**src/logic/zwpt_pkg.sv**
```systemverilog
// shared constants, encodings and carrier types for the zone write pointer tracker
package zwpt_pkg;

   // ***********************************************
   // geometry
   // ***********************************************
   localparam int ZWPT_ZONE_W     = 4;
   localparam int ZWPT_ZONE_SHIFT = 8;
   localparam int ZWPT_LBA_W      = ZWPT_ZONE_W + ZWPT_ZONE_SHIFT;
   // one spare bit so a full zone can hold last block plus one
   localparam int ZWPT_WP_W       = ZWPT_LBA_W + 1;
   localparam int ZWPT_CNT_W      = 16;
   localparam int ZWPT_ZONES      = 1 << ZWPT_ZONE_W;
   localparam logic [31:0] ZWPT_ZONE_BLOCKS = 32'h1 << ZWPT_ZONE_SHIFT;

   // ***********************************************
   // register offsets (byte addresses)
   // ***********************************************
   localparam logic [7:0] ADDR_LBA      = 8'h00;
   localparam logic [7:0] ADDR_COUNT    = 8'h04;
   localparam logic [7:0] ADDR_CMD      = 8'h08;
   localparam logic [7:0] ADDR_STATUS   = 8'h0C;
   localparam logic [7:0] ADDR_REP_COND = 8'h10;
   localparam logic [7:0] ADDR_REP_WP   = 8'h14;

   // command field layout in the command register, and the overrun bit in the status register
   localparam int CMD_OP_LSB   = 0;
   localparam int CMD_ZONE_LSB = 8;
   localparam int STAT_OVR_BIT = 5;

   // ***********************************************
   // operation codes
   // ***********************************************
   localparam logic [3:0] OP_WRITE    = 4'h1;
   localparam logic [3:0] OP_READ     = 4'h2;
   localparam logic [3:0] OP_OPEN     = 4'h3;
   localparam logic [3:0] OP_CLOSE    = 4'h4;
   localparam logic [3:0] OP_FINISH   = 4'h5;
   localparam logic [3:0] OP_RESET_WP = 4'h6;
   localparam logic [3:0] OP_FORMAT   = 4'h7;
   localparam logic [3:0] OP_SANITIZE = 4'h8;
   localparam logic [3:0] OP_RESTORE  = 4'h9;
   localparam logic [3:0] OP_SET_TYPE = 4'hA;
   localparam logic [3:0] OP_REPORT   = 4'hB;

   // ***********************************************
   // zone condition codes (three-bit field)
   // ***********************************************
   localparam logic [2:0] cond_no_write_pointer          = 3'h0;
   localparam logic [2:0] state_no_blocks_written        = 3'h1;
   localparam logic [2:0] state_opened_by_write          = 3'h2;
   localparam logic [2:0] state_opened_by_request        = 3'h3;
   localparam logic [2:0] state_partially_written_idle   = 3'h4;
   localparam logic [2:0] state_all_blocks_written       = 3'h5;

   // error codes
   localparam logic [1:0] ERR_NONE    = 2'h0;
   localparam logic [1:0] ERR_ALIGN   = 2'h1;
   localparam logic [1:0] ERR_RANGE   = 2'h2;
   localparam logic [1:0] ERR_STATE   = 2'h3;

   // ***********************************************
   // types
   // ***********************************************
   typedef struct packed {
      logic                 conv;
      logic [2:0]           cond;
      logic [ZWPT_WP_W-1:0] wp;
   } zwpt_entry_s;

   localparam int ZWPT_ENTRY_W = $bits(zwpt_entry_s);

   typedef enum logic [1:0] {ST_IDLE, ST_FETCH, ST_APPLY} zwpt_fsm_e;

   typedef struct packed {
      zwpt_fsm_e             fsm;
      logic [3:0]            opcode;
      logic [ZWPT_ZONE_W-1:0] zone;
      logic                  sweep;
      logic [ZWPT_WP_W-1:0]  lba;
      logic [ZWPT_CNT_W-1:0] count;
      logic                  busy;
      logic                  done;
      logic                  err;
      logic [1:0]            err_code;
      logic                  overrun;
      logic                  rep_conv;
      logic [2:0]            rep_cond;
      logic                  rep_wp_valid;
      logic [ZWPT_WP_W-1:0]  rep_wp;
      logic                  pready;
      logic                  pslverr;
      logic [31:0]           prdata;
   } zwpt_state_s;

endpackage

```
**src/logic/zwpt_top.sv**
```systemverilog
// zone condition and write pointer tracker with APB register access
//
// Notes on behaviour
// - each zone is conventional or sequential-required
// - conventional zones: no pointer, no sequence errors
// - one in-zone write pointer per sequential zone
// - successful write moves pointer past last block
// - write reaching zone end makes zone full
// - pointer reset loads zone first block
// - reset, format and sanitize all reset pointers
// - pointer reset leaves zone empty
// - six zone conditions, no read-only or offline
// - zone state survives hard and unit reset
// - power-on condition derived from restored pointer
// - empty zone pointer equals first block
// - empty report: valid pointer, flags cleared
// - read of empty zone ends in error
// - close or reset on empty: no change
// - write command opens empty zone implicitly
// - writes accepted only at the write pointer
// - open command opens empty zone explicitly
// - close goes closed, or empty at first block
// - full: pointer invalid, close/finish no error
//
// Chosen here: the register addresses and register access over APB.
`timescale 1ns/10ps
module zwpt_top
   import zwpt_pkg::*;
(
   input  wire logic        SYS_CLK,
   input  wire logic        NRST,
   input  wire logic        PSEL,
   input  wire logic        PENABLE,
   input  wire logic        PWRITE,
   input  wire logic [7:0]  PADDR,
   input  wire logic [31:0] PWDATA,
   output      logic [31:0] PRDATA,
   output      logic        PREADY,
   output      logic        PSLVERR
);

   // ***********************************************
   // state and zone table
   // ***********************************************
   zwpt_state_s st;
   zwpt_state_s next_st;
   zwpt_entry_s cur;
   zwpt_entry_s mem_wd;
   logic        mem_we;
   logic [ZWPT_ENTRY_W-1:0] mem_rd;

   assign cur = zwpt_entry_s'(mem_rd);

   zwpt_mem #(  // one entry per zone, one pointer per sequential zone
      .WIDTH (ZWPT_ENTRY_W),
      .DEPTH (ZWPT_ZONES),
      .AW    (ZWPT_ZONE_W)
   ) u_table (
      .clk     (SYS_CLK),
      .rd_addr (st.zone),
      .rd_data (mem_rd),
      .wr_en   (mem_we),
      .wr_addr (st.zone),
      .wr_data (mem_wd)
   );

   // zone boundaries; zone size is a power of two
   logic [31:0] first32;
   logic [31:0] last32;
   logic [31:0] end32;
   logic [ZWPT_WP_W-1:0] first_wp;

   assign first32  = 32'(st.zone) << ZWPT_ZONE_SHIFT;
   assign last32   = first32 + ZWPT_ZONE_BLOCKS - 32'h1;
   assign end32    = 32'(st.lba) + 32'(st.count) - 32'h1;
   assign first_wp = ZWPT_WP_W'(first32);

   // ***********************************************
   // apply one operation to the fetched entry
   // ***********************************************
   logic       ok;
   logic [1:0] code;
   zwpt_entry_s upd;
   logic       upd_we;

   always_comb begin
      ok     = 1'b1;
      code   = ERR_NONE;
      upd    = cur;
      upd_we = 1'b0;
      case (st.opcode)
         OP_WRITE: begin
            if (cur.conv) begin
               // conventional zone: plain write, pointer untouched
               ok = 1'b1;
            end else if (st.count == '0 || end32 > last32) begin
               ok   = 1'b0;
               code = ERR_RANGE;
            end else if (cur.cond == state_all_blocks_written || 32'(st.lba) != 32'(cur.wp)) begin
               // must start exactly at the pointer
               ok   = 1'b0;
               code = ERR_ALIGN;
            end else begin
               upd_we  = 1'b1;
               upd.wp  = ZWPT_WP_W'(end32 + 32'h1);
               if (end32 == last32) begin
                  upd.cond = state_all_blocks_written;
               end else if (cur.cond == state_no_blocks_written ||
                            cur.cond == state_partially_written_idle) begin
                  upd.cond = state_opened_by_write;
               end
            end
         end
         OP_READ: begin
            if (st.count == '0 || end32 > last32) begin
               ok   = 1'b0;
               code = ERR_RANGE;
            end else if (!cur.conv && cur.cond == state_no_blocks_written) begin
               // empty zone holds no data: terminate rather than pattern
               ok   = 1'b0;
               code = ERR_STATE;
            end else if (!cur.conv && cur.cond != state_all_blocks_written && 32'(cur.wp) <= end32) begin
               ok   = 1'b0;
               code = ERR_RANGE;
            end
         end
         OP_OPEN: begin
            if (cur.conv || cur.cond == state_all_blocks_written) begin
               ok   = 1'b0;
               code = ERR_STATE;
            end else begin
               upd_we   = 1'b1;
               upd.cond = state_opened_by_request;
            end
         end
         OP_CLOSE: begin
            if (cur.conv) begin
               ok   = 1'b0;
               code = ERR_STATE;
            end else if (cur.cond == state_opened_by_write || cur.cond == state_opened_by_request) begin
               upd_we   = 1'b1;
               upd.cond = (cur.wp == first_wp) ? state_no_blocks_written
                                               : state_partially_written_idle;
            end
            // empty, closed and full stay put without error
         end
         OP_FINISH: begin
            if (cur.conv) begin
               ok   = 1'b0;
               code = ERR_STATE;
            end else if (cur.cond != state_all_blocks_written) begin
               upd_we   = 1'b1;
               upd.cond = state_all_blocks_written;
               upd.wp   = ZWPT_WP_W'(last32 + 32'h1);
            end
         end
         OP_RESET_WP, OP_FORMAT, OP_SANITIZE: begin
            // format and sanitize sweep every zone through this path
            if (!cur.conv) begin
               upd_we   = 1'b1;
               upd.wp   = first_wp;
               upd.cond = state_no_blocks_written;
            end
         end
         OP_RESTORE: begin
            // power-on load: condition follows the pointer
            if (cur.conv || 32'(st.lba) < first32 || 32'(st.lba) > last32 + 32'h1) begin
               ok   = 1'b0;
               code = ERR_RANGE;
            end else begin
               upd_we = 1'b1;
               upd.wp = st.lba;
               if (st.lba == first_wp) begin
                  upd.cond = state_no_blocks_written;
               end else if (32'(st.lba) <= last32) begin
                  upd.cond = state_partially_written_idle;
               end else begin
                  upd.cond = state_all_blocks_written;
               end
            end
         end
         OP_SET_TYPE: begin
            upd_we    = 1'b1;
            upd.conv  = st.lba[0];
            upd.wp    = first_wp;
            upd.cond  = st.lba[0] ? cond_no_write_pointer : state_no_blocks_written;
         end
         OP_REPORT: begin
            ok = 1'b1;
         end
         default: begin
            ok   = 1'b0;
            code = ERR_STATE;
         end
      endcase
   end

   assign mem_we = (st.fsm == ST_APPLY) && upd_we;
   assign mem_wd = upd;

   // ***********************************************
   // bus decode and sequencing
   // ***********************************************
   logic bus_access;
   logic bus_commit;
   logic known_addr;

   assign bus_access = PSEL && PENABLE && !st.pready;
   assign bus_commit = PSEL && PENABLE && st.pready;
   assign known_addr = PADDR == ADDR_LBA || PADDR == ADDR_COUNT || PADDR == ADDR_CMD ||
                       PADDR == ADDR_STATUS || PADDR == ADDR_REP_COND || PADDR == ADDR_REP_WP;

   always_comb begin
      next_st         = st;
      next_st.pready  = bus_access;
      next_st.pslverr = bus_access && !known_addr;
      next_st.prdata  = '0;
      if (bus_access && !PWRITE) begin
         case (PADDR)
            ADDR_LBA:      next_st.prdata = 32'(st.lba);
            ADDR_COUNT:    next_st.prdata = 32'(st.count);
            ADDR_CMD:      next_st.prdata = {16'h0000, 4'h0, st.zone, 4'h0, st.opcode};
            ADDR_STATUS:   next_st.prdata = {26'h0, st.overrun, st.err_code, st.err, st.done, st.busy};
            // reset-recommended and non-sequential flags always read zero
            ADDR_REP_COND: next_st.prdata = {25'h0, 1'b0, 1'b0, st.rep_wp_valid, st.rep_conv, st.rep_cond};
            ADDR_REP_WP:   next_st.prdata = 32'(st.rep_wp);
            default:       next_st.prdata = '0;
         endcase
      end
      if (bus_commit && PWRITE) begin
         case (PADDR)
            ADDR_LBA:    next_st.lba = ZWPT_WP_W'(PWDATA);
            ADDR_COUNT:  next_st.count = ZWPT_CNT_W'(PWDATA);
            ADDR_STATUS: begin
               if (PWDATA[STAT_OVR_BIT]) begin
                  next_st.overrun = 1'b0;
               end
            end
            default: ;
         endcase
      end

      case (st.fsm)
         ST_IDLE: begin
            if (bus_commit && PWRITE && PADDR == ADDR_CMD) begin
               next_st.opcode = PWDATA[CMD_OP_LSB +: 4];
               next_st.zone   = PWDATA[CMD_ZONE_LSB +: ZWPT_ZONE_W];
               next_st.sweep  = 1'b0;
               if (PWDATA[CMD_OP_LSB +: 4] == OP_FORMAT || PWDATA[CMD_OP_LSB +: 4] == OP_SANITIZE) begin
                  next_st.zone  = '0;
                  next_st.sweep = 1'b1;
               end
               next_st.busy     = 1'b1;
               next_st.done     = 1'b0;
               next_st.err      = 1'b0;
               next_st.err_code = ERR_NONE;
               next_st.fsm      = ST_FETCH;
            end
         end
         ST_FETCH: begin
            next_st.fsm = ST_APPLY;
         end
         ST_APPLY: begin
            // read-modify-write completes here before any new command
            if (!ok) begin
               next_st.err      = 1'b1;
               next_st.err_code = code;
            end
            if (st.opcode == OP_REPORT) begin
               next_st.rep_conv     = cur.conv;
               next_st.rep_cond     = cur.conv ? cond_no_write_pointer : cur.cond;
               next_st.rep_wp_valid = !cur.conv && cur.cond != state_all_blocks_written;
               next_st.rep_wp       = cur.wp;
            end
            if (st.sweep && st.zone != ZWPT_ZONE_W'(ZWPT_ZONES - 1)) begin
               next_st.zone = st.zone + 1'b1;
               next_st.fsm  = ST_FETCH;
            end else begin
               next_st.busy = 1'b0;
               next_st.done = 1'b1;
               next_st.fsm  = ST_IDLE;
            end
         end
         default: begin
            next_st.fsm = ST_IDLE;
         end
      endcase

      // a command while busy is dropped and flagged; set beats clear
      if (st.busy && bus_commit && PWRITE && PADDR == ADDR_CMD) begin
         next_st.overrun = 1'b1;
      end
   end

   always_ff @(posedge SYS_CLK) begin
      if (!NRST) begin
         // zone table is not touched: conditions hold through reset
         st <= '0;
      end else begin
         st <= next_st;
      end
   end

   assign PRDATA  = st.prdata;
   assign PREADY  = st.pready;
   assign PSLVERR = st.pslverr;

   // ***********************************************
   // checks
   // ***********************************************
   logic apply_swr_write;

   assign apply_swr_write = st.fsm == ST_APPLY && st.opcode == OP_WRITE && !cur.conv;

   a_write_align: assert property (
      @(posedge SYS_CLK) disable iff (!NRST)
      apply_swr_write && st.count != '0 && end32 <= last32 && 32'(st.lba) != 32'(cur.wp)
      |-> !mem_we ##1 (st.err && st.err_code == ERR_ALIGN))
      else $error("misaligned write was not refused");

   a_wp_advance: assert property (
      @(posedge SYS_CLK) disable iff (!NRST)
      apply_swr_write && ok |-> mem_we && 32'(mem_wd.wp) == 32'(st.lba) + 32'(st.count))
      else $error("write pointer did not advance by the block count");

   a_fill_full: assert property (
      @(posedge SYS_CLK) disable iff (!NRST)
      apply_swr_write && ok && end32 == last32 |-> mem_wd.cond == state_all_blocks_written)
      else $error("zone filled to the end is not full");

   a_reset_empty: assert property (
      @(posedge SYS_CLK) disable iff (!NRST)
      st.fsm == ST_APPLY && st.opcode == OP_RESET_WP && !cur.conv
      |-> mem_we && mem_wd.wp == first_wp && mem_wd.cond == state_no_blocks_written)
      else $error("pointer reset did not leave zone empty at first block");

   a_empty_first: assert property (
      @(posedge SYS_CLK) disable iff (!NRST)
      mem_we && !mem_wd.conv && mem_wd.cond == state_no_blocks_written |-> mem_wd.wp == first_wp)
      else $error("empty zone stored with pointer off its first block");

   a_conv_noerr: assert property (
      @(posedge SYS_CLK) disable iff (!NRST)
      st.fsm == ST_APPLY && st.opcode == OP_WRITE && cur.conv |-> !mem_we ##1 !st.err)
      else $error("conventional zone write raised an error or touched the table");

   a_empty_close: assert property (
      @(posedge SYS_CLK) disable iff (!NRST)
      st.fsm == ST_APPLY && !cur.conv && st.opcode == OP_CLOSE && cur.cond == state_no_blocks_written
      |-> !mem_we ##1 (!st.err && st.done))
      else $error("close of empty zone changed it or failed");

   a_open_explicit: assert property (
      @(posedge SYS_CLK) disable iff (!NRST)
      st.fsm == ST_APPLY && !cur.conv && st.opcode == OP_OPEN && cur.cond == state_no_blocks_written
      |-> mem_we && mem_wd.cond == state_opened_by_request)
      else $error("open of empty zone did not open it explicitly");

   a_full_steady: assert property (
      @(posedge SYS_CLK) disable iff (!NRST)
      st.fsm == ST_APPLY && !cur.conv && cur.cond == state_all_blocks_written &&
      (st.opcode == OP_CLOSE || st.opcode == OP_FINISH) |-> !mem_we ##1 !st.err)
      else $error("close or finish disturbed a full zone");

   a_busy_overrun: assert property (
      @(posedge SYS_CLK) disable iff (!NRST)
      st.busy && bus_commit && PWRITE && PADDR == ADDR_CMD |=> st.overrun && $stable(st.opcode))
      else $error("command accepted while another was in progress");

   a_cmd_finish: assert property (
      @(posedge SYS_CLK) disable iff (!NRST)
      st.fsm == ST_IDLE && bus_commit && PWRITE && PADDR == ADDR_CMD &&
      PWDATA[CMD_OP_LSB +: 4] == OP_OPEN |=> st.busy ##2 (st.done && !st.busy))
      else $error("single-zone command did not finish in three cycles");

endmodule

```
**src/logic/zwpt_mem.sv**
```systemverilog
// zone table memory with registered read data
`timescale 1ns/10ps
module zwpt_mem #(
   parameter int WIDTH = 8,
   parameter int DEPTH = 16,
   parameter int AW    = 4
) (
   input  wire logic             clk,
   input  wire logic [AW-1:0]    rd_addr,
   output      logic [WIDTH-1:0] rd_data,
   input  wire logic             wr_en,
   input  wire logic [AW-1:0]    wr_addr,
   input  wire logic [WIDTH-1:0] wr_data
);

   // no reset: zone state must survive hard and unit resets
   logic [WIDTH-1:0] mem [DEPTH];

   always_ff @(posedge clk) begin
      if (wr_en) begin
         mem[wr_addr] <= wr_data;
      end
      rd_data <= mem[rd_addr];
   end

endmodule

```
**config.mk**
```make
export PLATFORM = sky130hd
export DESIGN_NAME = zwpt_top
export DESIGN_NICKNAME = d
export VERILOG_FILES = /design/src/logic/zwpt_pkg.sv /design/src/logic/zwpt_top.sv /design/src/logic/zwpt_mem.sv
export SDC_FILE = /design/constraint.sdc
export NUM_CORES = 1
export LEC_CHECK = 0
export BUFFER_PORTS_ARGS = -buffer_cell sky130_fd_sc_hd__buf_2
export CAP_MARGIN = 15
export CELL_PAD_IN_SITES_DETAIL_PLACEMENT = 0
export CELL_PAD_IN_SITES_GLOBAL_PLACEMENT = 2
export CORE_ASPECT_RATIO = 0.8
export CORE_MARGIN = 2
export CORE_UTILIZATION = 40
export DETAILED_ROUTE_END_ITERATION = 6
export PLACE_DENSITY_LB_ADDON = 0.1
export RECOVER_POWER = 25
export SKIP_CTS_REPAIR_TIMING = 1
export SYNTH_ARGS = -nofsm -noshare
export SYNTH_HDL_FRONTEND = slang
export SYNTH_SLANG_ARGS = --single-unit
```
**constraint.sdc**
```tcl
create_clock -name SYS_CLK -period 15 [get_ports SYS_CLK]
set_input_delay 0 -clock SYS_CLK [delete_from_list [all_inputs] [get_ports SYS_CLK]]
set_output_delay 0 -clock SYS_CLK [all_outputs]
set_load 0.02 [all_outputs]
```
==> summary.txt <==
Clock tree
  • # H-tree levels: 2
  • Reg clk slew, reported paths: 60 ps
  • CTS tree: built
  • Worst skew pair latency: around 580 ps
  • Clk sink count: between 300 and 400
  • Deepest clock path buffer count: 3
  • CTS Buf Count: 40
  • Clock root buffer: clkbuf_16

Final layout
  • Share of cells above drive strength 1: 15.6%
  • # diodes: 0
  • Area of the multi-input gates: roughly 0.0069 sq mm
  • Finished Layout Cells: between 2000 and 2500
  • Nets: 1557
  • FILL cells: about 4000
  • Reg area: about 0.010 sq mm
  • Area growth from synthesis to layout: 12.8%

Power and ir drop
  • Net Sw Frac: roughly a fifth
  • Pwr/cell area: a little over 100 mW/mm^2
  • Peak VDD IR: 0.000105 V
  • Pint: 0.00162 W
  • Clock network fraction of design power: a little under half
  • Flop pwr share: 53.1%
  • Sw Pwr: 0.000431 W
  • Combinational Power Share: 1.1%
  • Leak: between 6 and 7 nW

Worst setup path
  • CP Max Fanout: 40
  • CP max stage cell: dfxtp_1
  • CP required: 15290 ps
  • Startpoint class of the critical path: flop
  • Reg2reg setup slack: 7910 ps
  • Worst path cell trace: inv_1 > ha_1 > inv_1 > ha_1 > o21ai_0 > a211o_1 > o21ai_0 > clkbuf_1 > nor2_1 > a21oi_1 > o2111ai_1 > a21oi_2 > nor3_2 > buf_4
  • Worst Path Class, Setup: reg2reg
  • CP Data Arrival Time: ~7400 ps
  • CP max stage delay: ~2000 ps
  • Worst flop-to-flop path startpoint: first32[8]
  • Reg-to-Reg End: u_table.mem[15][7]
  • Worst reg2reg path depth: 14
  • CP delay by family, top: flip-flops
  • CP Buf/Inv Count: 4
  • CP Capture Type: flop

Logic synthesis
  • Mapped cell area: between 0.015 and 0.02 sq mm
  • Top-count cell post-synth: edfxtp_1
  • Async set or reset register ratio after synthesis: 0%
  • Yosys warning count: 0
  • Synth area leader: edfxtp_1
  • Synth Instances: 1390
  • Syn Area/Cell: between 10 and 15 sq um
  • Number of enable flip-flop cells after synthesis: 272
  • Ys flop type: edfxtp_1
  • Synth area leaders: edfxtp_1 (46%), dfxtp_1 (11%), mux4_2 (11%), ha_1 (4.4%), nand2_1 (3.2%)
  • Post-synth top area share: 46.0%
  • Post-synthesis sequential area ratio: roughly 57%
  • Library cells used by synthesis: 79
  • Top cells by count, synth: edfxtp_1 (272), nand2_1 (152), a21oi_1 (104)
  • FF+latch count, synth: roughly 370

Hold path
  • Endpoint, Worst Hold: st[52]
  • Worst min-delay path category: in2reg
  • Worst Hold Depth: 4
  • Min-Delay Startpoint: PENABLE

Run status
  • Outcome: finished with violations
  • Failing checks: capacitance limit, slew limit

Floorplanning
  • Die area: roughly 0.046 sq mm
  • Core area: between 0.04 and 0.05 sq mm
  • I/O Pins: 79
  • Die width: 239 um
  • Row cnt: between 60 and 70
  • DIE HEIGHT: around 190 um
  • Starting Density: 40.8%

Run
  • Number of max-cap violations: 4

Place
  • Final GP Congestion: 0.829
  • PortBufs: 46
  • Post-placement cell count: slightly below 2000
  • DP Wirelength: 34000 um

STA
  • Fmax: ~140 MHz
  • Setup TNS: 0 ps
  • Hold slack: 49.7 ps
  • Unrepaired setup endpoints after global routing: false
  • Final hold vios: 0
  • Final slew viol count: 161
  • Setup violators final: 0
  • Final Cycle Share: 47.3%
  • Layout Skew: 31.2 ps
  • Slew HR: -129%
  • Minimum clock period: 7090 ps
  • Worst Tran Pin Value: 3440 ps

Drt
  • WL final: 51100 um
  • Drc violations: 0
  • Via count: 11566
  • Pre-antenna DRT Iters: 7
  • WL per Instance: 24.6 um
  • 1st-iter DRT viols: 1068
  • Vias per cell: approximately 5.6
  • Antenna Nets Post-Route: 0

GRT
  • Vias in the first global route: 11015
  • Initial antenna violation count: 0
  • Largest net degree at the start of global routing: 63
  • Gr ovfl total: 0
  • First-pass GRT wire length: 74200 um
  • GRT Util Overall: 22.2%
[per-stage QoR]
stage | total power [W] | setup WS (ps) | cell area, sq um | utilization, %
2_1_floorplan | 0.00112 | 9220 | 17800 | -
3_3_place_gp | 0.00113 | 8130 | 18600 | 42.7
4_1_cts | 0.00207 | 8070 | 19800 | 45.6
5_1_grt | 0.00212 | 7240 | 20000 | 46.0
3_5_place_dp | 0.00113 | 8140 | 18600 | 42.7
6_report | 0.00205 | 7910 | 20000 | 46.0
[flip-flops by register name, indices dropped and copies added, names as in the netlist]
register and count:
PRDATA 16, first32 4, u_table.rd_data 17, PSLVERR 1
PREADY 1, u_table.mem 272, st 60
[power by group through the flow]
stage	Clock [W]	Sequential, W	Combinational [W]
2_1_floorplan	0	0.00111	0.0000115
3_3_place_gp	0	0.00111	0.0000173
3_5_place_dp	0	0.00111	0.0000173
4_1_cts	0.000964	0.00109	0.0000174
5_1_grt	0.00101	0.00109	0.0000238
6_report	0.000939	0.00109	0.0000223
[how the worst max path moves through the flow]
stage                    start            endpoint  slack (ps)  depth (start not counted)
floorplan               st[75]  u_table.mem[12][0]        9220                         19
global placement        st[74]  u_table.mem[15][5]        8130                         20
detailed placement      st[74]  u_table.mem[15][5]        8140                         19
CTS                     st[74]  u_table.mem[15][7]        8070                         20
global route        first32[8]  u_table.mem[15][4]        7240                         14
finish              first32[8]  u_table.mem[15][7]        7910                         14
[placed cells by master, fill, tap and decap left out, types with 24 or more instances in the layout]
cell type | synthesis | layout
clkbuf_16 | 0 | 40
dfxtp_1 | 99 | 99
inv_1 | 81 | 81
nor3_1 | 25 | 24
o21ai_0 | 29 | 30
ha_1 | 62 | 62
mux4_2 | 85 | 85
nor2_1 | 63 | 51
edfxtp_1 | 272 | 272
buf_4 | 32 | 27
nand2_1 | 152 | 152
buf_2 | 3 | 27
clkbuf_1 | 58 | 40
dlygate4sd3_1 | 0 | 25
a21oi_1 | 104 | 104
[cells by family after synthesis]
family	Yosys count	synth area share, %
AOI/OAI and AO/OA	252	9.20
other	1	0.0211
buffers and inverters	187	4.70
and+or+nand+nor	374	10.5
muxes	101	11.7
DFF	371	57.2
xor gates and xnor gates	41	2.15
adders and majority gates	63	4.48
[metal layers]
metal	part of all wire, %	global-route usage (%)	wire, um	vias up
met5	0	0	0	-
met4	1.3	4.45	690	0
met3	5.2	2.98	2680	47
met2	43	31.9	21800	281
met1	51	35.7	25900	5924
li1	-	-	-	5314
[worst min-delay path, stage by stage]
cell	delay, ps
buf_2	100
and4_1	280
nand4_1	130
a21oi_1	60
[cell type report]
type	instances	area share, %
well taps	595	3.72
clock inverters	17	0.781
multi-input cells	847	34.3
repair buffers	106	3.44
clock buffers	57	5.52
inverters	83	1.56
flip-flops and latches	371	50.7
Power figures use the tool's default switching activity.
